==> src/branch_timing_defs.svh <==
// Timing and field constants for the branch condition and step timing block
`ifndef BRANCH_TIMING_DEFS_SVH
`define BRANCH_TIMING_DEFS_SVH

// ==========================================================
// Clock and time base (all times held in microseconds)
// ==========================================================
`define CLK_MHZ 7'h64
`define TIME_W 16

// ==========================================================
// Location reference times
// ==========================================================
`define REF_REG_US 16'h0384
`define LOAD_BUF_US 16'h0384
`define LOAD_DRUM_US 16'h0C1C
`define FIELD_POS_US 16'h0015
`define CHAR_US 16'h002A
`define FIELD_SHORT_CHARS 7'h0C
`define STORE_DRUM_US 16'h0C1C
`define BTB_FILL_GSB_US 16'h1518
`define BTB_FILL_DRUM_US 16'h1E14
`define BTB_TO_DRUM_US 16'h0C80
`define BTB_WHOLE_US 16'h13EC
`define SHIFT_US 16'h002A

// ==========================================================
// Process, floor, constant and fetch times
// ==========================================================
`define ADD_NUM_US 16'h04B0
`define ADD_CHECK_US 16'h09C4
`define ADD_ALPHA_US 16'h02BC
`define PROC_FLOOR_US 16'h0C1C
`define CONST_ARITH_US 16'h0708
`define CONST_CC_US 16'h21FC
`define FETCH_US 16'h0C1C

// ==========================================================
// Sequencing step codes
// ==========================================================
`define STEP_SETTLE 2'h0
`define STEP_LOAD 2'h1
`define STEP_WAIT 2'h2

`endif

==> src/branch_timing_pkg.sv <==
// Types shared by the branch condition and step timing block
package branch_timing_pkg;

	// ==========================================================
	// Enumerations
	// ==========================================================
	typedef enum logic [2:0] {
		OP_ADD, OP_SUB, OP_ADD_CHECK, OP_SUB_CHECK,
		OP_MUL, OP_DIV, OP_CHANNEL_CLEAR, OP_OTHER
	} op_e;

	typedef enum logic [1:0] {OPD_NUMERIC, OPD_ALPHA, OPD_ALPHA_SIGN} opd_e;

	typedef enum logic [3:0] {
		LOC_NONE, LOC_REG, LOC_BUF_WORD, LOC_DRUM_WORD, LOC_BUF_FIELD_B,
		LOC_DRUM_FIELD, LOC_BTB_FILL_GSB, LOC_BTB_FILL_DRUM,
		LOC_BTB_TO_DRUM, LOC_BTB_WHOLE
	} loc_e;

	typedef enum logic [1:0] {BR_ZERO, BR_PLUS, BR_MINUS} branch_e;

	typedef enum logic [2:0] {
		PH_IDLE, PH_V1, PH_V2, PH_PROC, PH_RES, PH_CONST, PH_FETCH
	} phase_e;

	// ==========================================================
	// Carriers
	// ==========================================================
	typedef struct packed {
		op_e op;
		opd_e opClass;
		logic isWord;
		logic resultMinus;
		logic resultZero;
		loc_e v1Loc;
		loc_e v2Loc;
		loc_e rLoc;
		logic [2:0] shiftEn;
		logic [6:0] shiftU;
		logic [6:0] shiftV;
		logic [6:0] shiftW;
		logic [6:0] fieldX;
		logic [6:0] fieldZ;
		logic [15:0] procUs;
		logic [15:0] constUs;
	} cmd_s;

	typedef struct packed {
		logic busy;
		logic done;
		logic fetchActive;
		phase_e phase;
		branch_e branch;
	} status_s;

	typedef struct packed {
		logic [15:0] usLeft;
		logic [6:0] pre;
		logic run;
		logic expired;
	} timer_s;

	typedef struct packed {
		logic [15:0] timeUs;
	} calc_s;

	typedef struct packed {
		phase_e phase;
		logic [1:0] step;
		cmd_s cmd;
		logic [15:0] procUs;
		branch_e branch;
		logic busy;
		logic done;
		logic fetchActive;
	} top_s;

endpackage : branch_timing_pkg

==> src/phase_timer.sv <==
// Microsecond phase timer with a cycle prescaler
`include "branch_timing_defs.svh"

module phase_timer #(
	parameter logic [6:0] CYCLES_PER_US = `CLK_MHZ
) (
	input wire logic ref_clk,
	input wire logic reset_n,
	input wire logic load,
	input wire logic [15:0] loadUs,
	output logic expired
);

	branch_timing_pkg::timer_s st_ff;
	branch_timing_pkg::timer_s nxt_st;

	// ==========================================================
	// Next state: load, prescale, count down, expire
	// ==========================================================
	always_comb begin
		nxt_st = st_ff;
		nxt_st.expired = 1'b0;
		if (load) begin
			nxt_st.usLeft = loadUs;
			nxt_st.pre = 7'h00;
			nxt_st.run = 1'b1;
		end else if (st_ff.run) begin
			if (st_ff.usLeft == 16'h0000) begin
				nxt_st.run = 1'b0;
				nxt_st.expired = 1'b1;
			end else if (st_ff.pre == CYCLES_PER_US - 7'h01) begin
				nxt_st.pre = 7'h00;
				nxt_st.usLeft = st_ff.usLeft - 16'h0001;
			end else begin
				nxt_st.pre = st_ff.pre + 7'h01;
			end
		end
	end

	// State register
	always_ff @(posedge ref_clk or negedge reset_n) begin
		if (!reset_n) begin
			st_ff <= '0;
		end else begin
			st_ff <= nxt_st;
		end
	end

	assign expired = st_ff.expired;

endmodule : phase_timer

==> src/mem_time_calc.sv <==
// Registered reference time of one location, shift time included
`include "branch_timing_defs.svh"

module mem_time_calc (
	input wire logic ref_clk,
	input wire logic reset_n,
	input branch_timing_pkg::loc_e loc,
	input wire logic [6:0] fieldX,
	input wire logic [6:0] fieldZ,
	input wire logic shiftEn,
	input wire logic [6:0] shiftN,
	output logic [15:0] timeUs
);

	branch_timing_pkg::calc_s st_ff;
	branch_timing_pkg::calc_s nxt_st;
	logic [15:0] posUs;
	logic [15:0] charUs;
	logic [15:0] shiftUs;

	// Field position, field length and shift terms
	assign posUs = {9'h000, fieldX} * `FIELD_POS_US;
	assign charUs = {9'h000, fieldZ} * `CHAR_US;
	assign shiftUs = shiftEn ? ({9'h000, shiftN} + 16'h0001) * `SHIFT_US : 16'h0000;

	// ==========================================================
	// Location time table
	// ==========================================================
	always_comb begin
		nxt_st.timeUs = 16'h0000;
		case (loc)
			branch_timing_pkg::LOC_REG: nxt_st.timeUs = `REF_REG_US;
			branch_timing_pkg::LOC_BUF_WORD: nxt_st.timeUs = `LOAD_BUF_US;
			branch_timing_pkg::LOC_DRUM_WORD: nxt_st.timeUs = `LOAD_DRUM_US;
			branch_timing_pkg::LOC_BUF_FIELD_B: nxt_st.timeUs = posUs + `LOAD_BUF_US;
			branch_timing_pkg::LOC_DRUM_FIELD: begin
				nxt_st.timeUs = (fieldZ > `FIELD_SHORT_CHARS) ?
					charUs + `STORE_DRUM_US : `STORE_DRUM_US;
			end
			branch_timing_pkg::LOC_BTB_FILL_GSB: nxt_st.timeUs = `BTB_FILL_GSB_US;
			branch_timing_pkg::LOC_BTB_FILL_DRUM: nxt_st.timeUs = `BTB_FILL_DRUM_US;
			branch_timing_pkg::LOC_BTB_TO_DRUM: nxt_st.timeUs = `BTB_TO_DRUM_US;
			branch_timing_pkg::LOC_BTB_WHOLE: nxt_st.timeUs = `BTB_WHOLE_US;
			default: nxt_st.timeUs = 16'h0000;
		endcase
		if (loc != branch_timing_pkg::LOC_NONE) begin
			nxt_st.timeUs = nxt_st.timeUs + shiftUs;
		end
	end

	// State register
	always_ff @(posedge ref_clk or negedge reset_n) begin
		if (!reset_n) begin
			st_ff <= '0;
		end else begin
			st_ff <= nxt_st;
		end
	end

	assign timeUs = st_ff.timeUs;

endmodule : mem_time_calc

==> src/branch_condition_and_step_timing.sv <==
// Branch condition store and instruction execution timing sequencer
//
// Operation
// - Alpha-sign add or subtract leaves the branch condition at zero.
// - Multiply sets plus, minus, or zero for a zero product.
// - Divide sets plus or minus from quotient sign, never zero.
// - Next instruction is located during the current word's process phase.
// - Instruction word process phase lasts at least 3.1 ms.
// - Instruction words add a per-operation constant: 1.8 ms, 8.7 for channel clear, the commanded time for other.
// - Each shifted operand or result adds 0.042 times (n plus one) ms.
// - Arithmetic and special register references take 0.9 ms.
// - Loads take 0.9 buffer, 3.1 drum, B field 0.021x plus 0.9.
// - Stores take 0.9 buffer, 3.1 drum, long drum field 0.042z plus 3.1.
// - Full block fill takes 5.4 ms from buffer, 7.7 from drum.
// - Block buffer out: 0.9 buffer word, 3.2 drum word, 5.1 whole block.
// - Add/subtract process: 1.2 numeric, 2.5 with check, 0.7 alpha.
// - Channel clear never overlaps the next instruction fetch.
// - Alpha add or subtract always sets plus or minus.
`include "branch_timing_defs.svh"

module branch_condition_and_step_timing #(
	parameter logic [6:0] CYCLES_PER_US = `CLK_MHZ
) (
	input wire logic ref_clk,
	input wire logic reset_n,
	input wire logic cmdStart,
	input branch_timing_pkg::cmd_s cmd,
	output branch_timing_pkg::status_s status
);

	branch_timing_pkg::top_s st_ff;
	branch_timing_pkg::top_s nxt_st;
	branch_timing_pkg::loc_e calcLoc;
	logic calcShiftEn;
	logic [6:0] calcShiftN;
	logic [15:0] calcUs;
	logic timerLoad;
	logic [15:0] timerUs;
	logic timerExpired;
	logic [15:0] rawProcUs;
	logic [15:0] constUs;
	logic isAddSub;
	logic isCheck;
	logic isAlpha;

	// ==========================================================
	// Operation decode on the incoming command
	// ==========================================================
	assign isAddSub = (cmd.op == branch_timing_pkg::OP_ADD) ||
		(cmd.op == branch_timing_pkg::OP_SUB) ||
		(cmd.op == branch_timing_pkg::OP_ADD_CHECK) ||
		(cmd.op == branch_timing_pkg::OP_SUB_CHECK);
	assign isCheck = (cmd.op == branch_timing_pkg::OP_ADD_CHECK) ||
		(cmd.op == branch_timing_pkg::OP_SUB_CHECK);
	assign isAlpha = (cmd.opClass != branch_timing_pkg::OPD_NUMERIC);

	// Raw process time taken at command start
	always_comb begin
		if (isAddSub) begin
			if (isAlpha) begin
				rawProcUs = `ADD_ALPHA_US;
			end else if (isCheck) begin
				rawProcUs = `ADD_CHECK_US;
			end else begin
				rawProcUs = `ADD_NUM_US;
			end
		end else begin
			rawProcUs = cmd.procUs;
		end
	end

	// Per-operation instruction word constant
	always_comb begin
		case (st_ff.cmd.op)
			branch_timing_pkg::OP_CHANNEL_CLEAR: constUs = `CONST_CC_US;
			branch_timing_pkg::OP_OTHER: constUs = st_ff.cmd.constUs;
			default: constUs = `CONST_ARITH_US;
		endcase
	end

	// ==========================================================
	// Location time calculator input select
	// ==========================================================
	always_comb begin
		calcLoc = branch_timing_pkg::LOC_NONE;
		calcShiftEn = 1'b0;
		calcShiftN = 7'h00;
		case (st_ff.phase)
			branch_timing_pkg::PH_V1: begin
				calcLoc = st_ff.cmd.v1Loc;
				calcShiftEn = st_ff.cmd.shiftEn[0];
				calcShiftN = st_ff.cmd.shiftU;
			end
			branch_timing_pkg::PH_V2: begin
				calcLoc = st_ff.cmd.v2Loc;
				calcShiftEn = st_ff.cmd.shiftEn[1];
				calcShiftN = st_ff.cmd.shiftV;
			end
			branch_timing_pkg::PH_RES: begin
				calcLoc = st_ff.cmd.rLoc;
				calcShiftEn = st_ff.cmd.shiftEn[2];
				calcShiftN = st_ff.cmd.shiftW;
			end
			default: calcLoc = branch_timing_pkg::LOC_NONE;
		endcase
	end

	mem_time_calc u_calc (
		.ref_clk(ref_clk),
		.reset_n(reset_n),
		.loc(calcLoc),
		.fieldX(st_ff.cmd.fieldX),
		.fieldZ(st_ff.cmd.fieldZ),
		.shiftEn(calcShiftEn),
		.shiftN(calcShiftN),
		.timeUs(calcUs)
	);

	// Timer load select per phase
	always_comb begin
		case (st_ff.phase)
			branch_timing_pkg::PH_PROC: timerUs = st_ff.procUs;
			branch_timing_pkg::PH_CONST: timerUs = constUs;
			branch_timing_pkg::PH_FETCH: timerUs = `FETCH_US;
			default: timerUs = calcUs;
		endcase
	end

	assign timerLoad = (st_ff.phase != branch_timing_pkg::PH_IDLE) &&
		(st_ff.step == `STEP_LOAD);

	phase_timer #(
		.CYCLES_PER_US(CYCLES_PER_US)
	) u_timer (
		.ref_clk(ref_clk),
		.reset_n(reset_n),
		.load(timerLoad),
		.loadUs(timerUs),
		.expired(timerExpired)
	);

	// ==========================================================
	// Sequencer and branch condition store
	// ==========================================================
	always_comb begin
		nxt_st = st_ff;
		nxt_st.done = 1'b0;
		case (st_ff.phase)
			branch_timing_pkg::PH_IDLE: begin
				if (cmdStart) begin
					nxt_st.cmd = cmd;
					nxt_st.busy = 1'b1;
					nxt_st.phase = branch_timing_pkg::PH_V1;
					nxt_st.step = `STEP_SETTLE;
					if (cmd.isWord && (rawProcUs < `PROC_FLOOR_US)) begin
						nxt_st.procUs = `PROC_FLOOR_US;
					end else begin
						nxt_st.procUs = rawProcUs;
					end
				end
			end
			default: begin
				if (st_ff.step == `STEP_SETTLE) begin
					nxt_st.step = `STEP_LOAD;
				end else if (st_ff.step == `STEP_LOAD) begin
					nxt_st.step = `STEP_WAIT;
				end else if (timerExpired) begin
					nxt_st.step = `STEP_SETTLE;
					case (st_ff.phase)
						branch_timing_pkg::PH_V1: begin
							nxt_st.phase = branch_timing_pkg::PH_V2;
						end
						branch_timing_pkg::PH_V2: begin
							nxt_st.phase = branch_timing_pkg::PH_PROC;
						end
						branch_timing_pkg::PH_PROC: begin
							nxt_st.phase = branch_timing_pkg::PH_RES;
							case (st_ff.cmd.op)
								branch_timing_pkg::OP_MUL: begin
									if (st_ff.cmd.resultZero) begin
										nxt_st.branch = branch_timing_pkg::BR_ZERO;
									end else if (st_ff.cmd.resultMinus) begin
										nxt_st.branch = branch_timing_pkg::BR_MINUS;
									end else begin
										nxt_st.branch = branch_timing_pkg::BR_PLUS;
									end
								end
								branch_timing_pkg::OP_DIV: begin
									nxt_st.branch = st_ff.cmd.resultMinus ?
										branch_timing_pkg::BR_MINUS : branch_timing_pkg::BR_PLUS;
								end
								branch_timing_pkg::OP_CHANNEL_CLEAR, branch_timing_pkg::OP_OTHER: begin
									nxt_st.branch = st_ff.branch;
								end
								default: begin
									if (st_ff.cmd.opClass == branch_timing_pkg::OPD_ALPHA_SIGN) begin
										nxt_st.branch = branch_timing_pkg::BR_ZERO;
									end else if (st_ff.cmd.opClass == branch_timing_pkg::OPD_ALPHA) begin
										nxt_st.branch = st_ff.cmd.resultMinus ?
											branch_timing_pkg::BR_MINUS : branch_timing_pkg::BR_PLUS;
									end else if (st_ff.cmd.resultZero) begin
										nxt_st.branch = branch_timing_pkg::BR_ZERO;
									end else begin
										nxt_st.branch = st_ff.cmd.resultMinus ?
											branch_timing_pkg::BR_MINUS : branch_timing_pkg::BR_PLUS;
									end
								end
							endcase
						end
						branch_timing_pkg::PH_RES: begin
							if (st_ff.cmd.isWord) begin
								nxt_st.phase = branch_timing_pkg::PH_CONST;
							end else begin
								nxt_st.phase = branch_timing_pkg::PH_IDLE;
								nxt_st.busy = 1'b0;
								nxt_st.done = 1'b1;
							end
						end
						branch_timing_pkg::PH_CONST: begin
							if (st_ff.cmd.op == branch_timing_pkg::OP_CHANNEL_CLEAR) begin
								nxt_st.phase = branch_timing_pkg::PH_FETCH;
							end else begin
								nxt_st.phase = branch_timing_pkg::PH_IDLE;
								nxt_st.busy = 1'b0;
								nxt_st.done = 1'b1;
							end
						end
						default: begin
							nxt_st.phase = branch_timing_pkg::PH_IDLE;
							nxt_st.busy = 1'b0;
							nxt_st.done = 1'b1;
						end
					endcase
				end
			end
		endcase
		nxt_st.fetchActive = nxt_st.cmd.isWord &&
			(((nxt_st.phase == branch_timing_pkg::PH_PROC) &&
			(nxt_st.cmd.op != branch_timing_pkg::OP_CHANNEL_CLEAR)) ||
			(nxt_st.phase == branch_timing_pkg::PH_FETCH));
	end

	// State register
	always_ff @(posedge ref_clk or negedge reset_n) begin
		if (!reset_n) begin
			st_ff <= '0;
		end else begin
			st_ff <= nxt_st;
		end
	end

	// ==========================================================
	// Outputs straight from the state register
	// ==========================================================
	assign status.busy = st_ff.busy;
	assign status.done = st_ff.done;
	assign status.fetchActive = st_ff.fetchActive;
	assign status.phase = st_ff.phase;
	assign status.branch = st_ff.branch;

endmodule : branch_condition_and_step_timing

==> config.mk <==
export PLATFORM = sky130hd
export DESIGN_NAME = branch_condition_and_step_timing
export DESIGN_NICKNAME = d
export VERILOG_FILES = /design/src/branch_timing_pkg.sv /design/src/phase_timer.sv /design/src/mem_time_calc.sv /design/src/branch_condition_and_step_timing.sv
export VERILOG_INCLUDE_DIRS = /design/src
export SDC_FILE = /design/constraint.sdc
export NUM_CORES = 1
export LEC_CHECK = 0
export BUFFER_PORTS_ARGS = -buffer_cell sky130_fd_sc_hd__buf_2
export CAP_MARGIN = 20
export CORE_MARGIN = 2
export CORE_UTILIZATION = 55
export DETAILED_ROUTE_END_ITERATION = 6
export PLACE_DENSITY = 0.82
export SLEW_MARGIN = 10
export SYNTH_ARGS = -nofsm -noshare
export SYNTH_HDL_FRONTEND = slang
export SYNTH_HIERARCHICAL = 1
export SYNTH_SLANG_ARGS = --single-unit
export TNS_END_PERCENT = 20
==> constraint.sdc <==
create_clock -name ref_clk -period 5.4 [get_ports ref_clk]
set_clock_uncertainty 0.05 [all_clocks]
set_input_delay 1.35 -clock ref_clk [delete_from_list [all_inputs] [get_ports ref_clk]]
set_output_delay 1.35 -clock ref_clk [all_outputs]
set_load 0.05 [all_outputs]
==> results of run 1 <==
cell type report:
type                    count  area [um2]
multi-input cells         944        6242
fillers                  1475        6228
flip-flops and latches    140        3506
repair buffers            153       939.7
clock buffers              17       425.4
well taps                 229       286.5
inverters                  69       259.0
clock inverters            15       137.6
stage by stage:
stage	std cells	util
after floorplan	1222	-
after global placement	1517	0.6033
after detailed placement	1517	0.6033
after CTS	1552	0.6374
after global routing	1567	0.6545
final	1567	0.6545
worst max path at each step:
stage / from / slack [ps] / end
2_1_floorplan: status[2] / 40 / u_calc/timeUs[13]
3_3_place_gp: status[2] / 130 / u_calc/timeUs[13]
3_5_place_dp: status[2] / -150 / u_calc/timeUs[13]
4_1_cts: status[2] / 5 / u_calc/timeUs[13]
5_1_grt: status[2] / -130 / u_calc/timeUs[13]
6_report: status[2] / 130 / u_calc/timeUs[13]
flip-flops by register name (all words and copies together) (netlist names):
| name | count |
|---|---|
| u_timer/expired | 1 |
| status | 8 |
| u_calc/timeUs | 15 |
| st_ff | 92 |
| u_timer/st_ff | 24 |
critical path: cells and delay by family (launching register included):
kind            cells  cell delay (ps)
flops               1              430
compound gates      6              820
xor+xnor            3              580
fa+ha+maj           5             1590
buf+inv             6              650
simple gates        7             1040
cells in the mapped netlist, types with 23 or more instances:
| library cell | number |
|---|---|
| nand2_1 | 291 |
| dfrtp_1 | 140 |
| ha_1 | 87 |
| inv_1 | 68 |
| a21oi_1 | 62 |
| nor2_1 | 62 |
| o21ai_0 | 52 |
| clkbuf_1 | 30 |
| nand3_1 | 28 |
| nor3_1 | 28 |
| xnor2_1 | 27 |
| nor2b_1 | 24 |
| o21ai_1 | 23 |
kinds of logic after synthesis:
family | synth area share
AOI/OAI and AO/OA | 0.1831
xor gates and xnor gates | 0.03711
adders and majority gates | 0.1339
buffers and inverters | 0.06202
DFF | 0.3453
muxes | 0.006658
other | 0.0003696
and+or+nand+nor | 0.2316
routing by layer:
layer | vias to the layer above | part of all wire
li1 | 4439 | -
met1 | 4411 | 0.42
met2 | 296 | 0.50
met3 | 64 | 0.050
met4 | 0 | 0.032
met5 | - | 0
timing repair:
item,CTS,global route
pin swaps,2,11
buffers inserted,3,12
gates cloned,0,1
endpoints found under the setup margin,2,5
gates resized for setup,10,37
==> impl_metrics.tcl, run 1 <==
set metrics [dict create \
    setup_slack_ps 132.7 \
    final_common_cell "nand2_1" \
    cpPeakStageDelay_ps 500 \
    core_area_mm2 0.01802 \
    vias_per_cell 5.877 \
    critPathLaunchType "register" \
    critPathKind "reg2reg" \
    worstSetupEndpointType "register" \
    grt_max_degree 105 \
    use_met2 0.4624 \
    drive_above_1_share 0.1891 \
    finalInstanceArea_mm2 0.01180 \
    clock.fmax_mhz 189.9 \
    critPathSlowestCell "fa_1" \
    clkTransAtPathRegs_ps 70 \
    hold_ws_ps 420.9 \
    syn_avg_cell_area_um2 8.304 \
    period_needed_ps 5267 \
    h-tree-depth 4 \
    ys_types 91 \
    io_pins 101 \
    antenna_found_initial 0 \
    ys.flop_type "dfrtp_1" \
    finalHoldViolations 0 \
    antenna_cells 0 \
    timing.rr.start "status[2]" \
    grt.total_usage 0.2686 \
    yosys_warnings 6 \
    r2r_slack_ps 130 \
    rows 49 \
    grt_pass1_wl_um 43020 \
    layout_common_cells "289 x nand2_1, 138 x dfrtp_1, 99 x buf_2, 82 x ha_1, 68 x inv_1" \
    die_h_um 139.8 \
    synth_top_area_frac 0.3453 \
    root_buffer "clkbuf_16" \
    ctsLongestPathBuffers 2 \
    die-width_um 139.8 \
    finalNetCount 1518 \
    cts_made_buffers 17 \
    grt_pass1_vias 8936 \
    syn_nets 1415 \
    preCtsSetupSlack_ps -147.1 \
    clock_latency_ps 430 \
    grt_overflow 0 \
    outcome "complete, no violations" \
    seq_area_frac_synth 0.3453 \
    ys_top_cells_by_area "dfrtp_1 35%, nand2_1 11%, ha_1 11%" \
    area.growth.synth_to_final_pct 16.25 \
    initial_core_util 0.5630 \
    remaining_drc_errors 0 \
    dieArea_mm2 0.01955 \
    grt_util_met3 0.04577 \
    holdPathStages 2 \
    port_buffers 100 \
    placed_cell_area_mm2 0.01087 \
    vias 9210 \
    synth.cell_area_mm2 0.01015 \
    cts_tree "yes" \
    cts.sinks 140 \
    worstHoldPathType "reg2reg" \
    hpwl_um 18340 \
    synth-edff-count 0 \
    drv_cap 0 \
    busiest_layer "met2" \
    postCtsHoldBufs 0 \
    tns_ps 0 \
    r2r_cells 27 \
    synthCells 1222 \
    whs_endpoint "st_ff[19]" \
    synthArstFlopShare 1.000 \
    fin_crit_sh 0.9754 \
    drt_first_pass_iters 6 \
    ant_nets 0 \
    drt_iter0_markers 690 \
    routabilityCongestion 0.9396 \
    reg2reg_to "u_calc/timeUs[13]" \
    synth_top_area_cell "dfrtp_1" \
    relSlewSlack 0.3759 \
    routed_wirelength_um 26480 \
    required_ps 5670 \
    setup_viol 0 \
    grt.met1_usage 0.3447 \
    crit_fanout 11 \
    min_from "st_ff[19]" \
    arrival_ps 5530 \
    worstMarginPinSlew_ps 936.1 \
    ys_ff_latch 140 \
    wl_per_cell_um 16.90 \
    slew_violations 0 \
]
Power of run 1 is not shown: default switching activity piles up to over one toggle a cycle in this logic, so the estimate is an artifact.
==> inputs of run 2 (changes only) <==
Settings changed: ABC_AREA from default to 1.
==> impl_metrics.tcl, run 2 <==
set metrics [dict create \
    seq_area_frac_synth 0.3332 \
    critPathKind "reg2reg" \
    period_needed_ps 5170 \
    hpwl_um 19550 \
    fillers 1551 \
    outcome "complete, no violations" \
    grt.total_usage 0.2655 \
    h-tree-depth 4 \
    crit_fanout 12 \
    grt_pass1_wl_um 43770 \
    ys.flop_type "dfrtp_1" \
    rows 50 \
    ys_top_cells_by_area "dfrtp_1 33%, nand2_1 17%, ha_1 10%" \
    finalNetCount 1751 \
    synth.cell_area_mm2 0.01052 \
    remaining_drc_errors 0 \
    clkTransAtPathRegs_ps 60 \
    grt_overflow 0 \
    ant_nets 0 \
    cts_made_buffers 17 \
    vias_per_cell 5.414 \
    drt_first_pass_iters 5 \
    ys_ff_latch 140 \
    synth_top_area_cell "dfrtp_1" \
    grt_pass1_vias 9328 \
    syn_nets 1655 \
    arrival_ps 5380 \
    postCtsHoldBufs 0 \
    finalHoldViolations 0 \
    die-width_um 142.3 \
    worstSetupEndpointType "register" \
    synth-edff-count 0 \
    grt_max_degree 114 \
    routabilityCongestion 0.9504 \
    relSlewSlack 0.3048 \
    area.growth.synth_to_final_pct 13.35 \
    antenna_cells 0 \
    drt_iter0_markers 773 \
    ys_types 54 \
    required_ps 5610 \
    critPathLaunchType "register" \
    cts.sinks 140 \
    die_h_um 142.3 \
    tns_ps 0 \
    regMostFlops "st_ff" \
    io_pins 101 \
    dp_cells 1763 \
    yosys_warnings 6 \
    instances_no_fill 1805 \
    antenna_found_initial 0 \
    ctsLongestPathBuffers 2 \
    multi_input_area_mm2 0.006052 \
    core_area_mm2 0.01871 \
    wl_per_cell_um 14.75 \
    clock_latency_ps 420 \
    largest_reg_flops 92 \
    yosysMostFrequentCell "nand2_1" \
    drive_above_1_share 0.1560 \
    dieArea_mm2 0.02024 \
    clock.fmax_mhz 193.4 \
    vias 9772 \
    layout_common_cells "469 x nand2_1, 197 x inv_1, 138 x dfrtp_1, 103 x nor2_1, 99 x buf_2" \
    final_util 0.6372 \
    setup_viol 0 \
    ff_latch_area_mm2 0.003506 \
    netlist_top_cells_count "472 x nand2_1, 200 x inv_1, 140 x dfrtp_1, 103 x nor2_1, 87 x ha_1" \
    worstHoldPathType "reg2reg" \
    synth_top_area_frac 0.3332 \
    cts_tree "yes" \
    slew_violations 0 \
    syn_avg_cell_area_um2 7.192 \
    root_buffer "clkbuf_16" \
    hold_ws_ps 435.7 \
    worstMarginPinSlew_ps 1043 \
    initial_core_util 0.5621 \
    synthCells 1462 \
    final_common_cell "nand2_1" \
    fin_crit_sh 0.9574 \
    port_buffers 100 \
    drv_cap 0 \
    synthArstFlopShare 1.000 \
    routed_wirelength_um 26620 \
]
run 2: path summary, 6_finish.rpt:
check / start / endpoint / slack (ps) / cells past startpoint
max: status[2] / u_calc/timeUs[13] / 230 / 24
min: st_ff[24] / st_ff[24] / 440 / 2
min reg2reg: st_ff[24] / st_ff[24] / 440 / 2
min in group asynchronous: reset_n / status[0] / 1030 / 1
max in group asynchronous: reset_n / u_timer/st_ff[3] / 3270 / 2
max reg2reg: status[2] / u_calc/timeUs[13] / 230 / 24
run 2: worst max-delay path, stage by stage, from the launching register on:
cell,delay [ps]
dfrtp_2,490
inv_4,130
nand3_4,120
buf_6,180
o221ai_1,320
nand4_1,190
xor2_1,300
inv_1,110
ha_1,310
ha_1,300
ha_1,300
ha_1,400
nand2_1,100
a21oi_1,60
a211oi_1,330
nand3_1,130
nand2_1,70
nor2_1,60
ha_1,380
inv_1,110
nor3_4,130
nand4_1,130
nand4_1,100
xnor2_1,130
nor2_1,70
run 2: metal layers:
layer,global-route usage,wire [um]
met3,0.03466,1351
met2,0.4516,12700
met4,0.1063,960
met5,0,0
met1,0.3439,11610
run 2: layout make-up:
type | instances | share of cell area
clock inverter | 12 | 0.009763
clock buffer | 20 | 0.03664
sequential | 140 | 0.2941
timing repair buffer | 118 | 0.05585
tap | 234 | 0.02456
multi-input combinational | 1056 | 0.5078
inverter | 225 | 0.07128
run 2: cell families (layout without fill, tap and decap cells):
logic type | Yosys count | after routing | synth area share
flip-flops | 140 | 140 | 0.3332
AO/OA/AOI/OAI | 211 | 211 | 0.1190
AND/OR/NAND/NOR | 729 | 729 | 0.3015
XOR/XNOR | 15 | 15 | 0.01249
other | 1 | 1 | 0.0003566
buffers and inverters | 266 | 375 | 0.1052
adder cells (fa/ha/maj) | 100 | 100 | 0.1283
run 2: timing repair:
| action | in CTS | in global routing |
|---|---|---|
| pin swaps | 1 | 10 |
| buffers inserted | 1 | 8 |
| gates cloned | 0 | 0 |
| endpoints found under the setup margin | 4 | 6 |
| endpoints found under the hold margin | 0 | 0 |
| gates resized for setup | 4 | 32 |
run 2: metrics by stage:
| stage | instance area (um2) | worst slack (ps) |
|---|---|---|
| floorplan | 10520 | 236.6 |
| global placement | 11110 | 57.81 |
| detailed placement | 11110 | -128.1 |
| CTS | 11690 | 17.06 |
| global route | 11920 | -49.97 |
| finish | 11920 | 229.9 |
Power of run 2 is left out for the same reason.
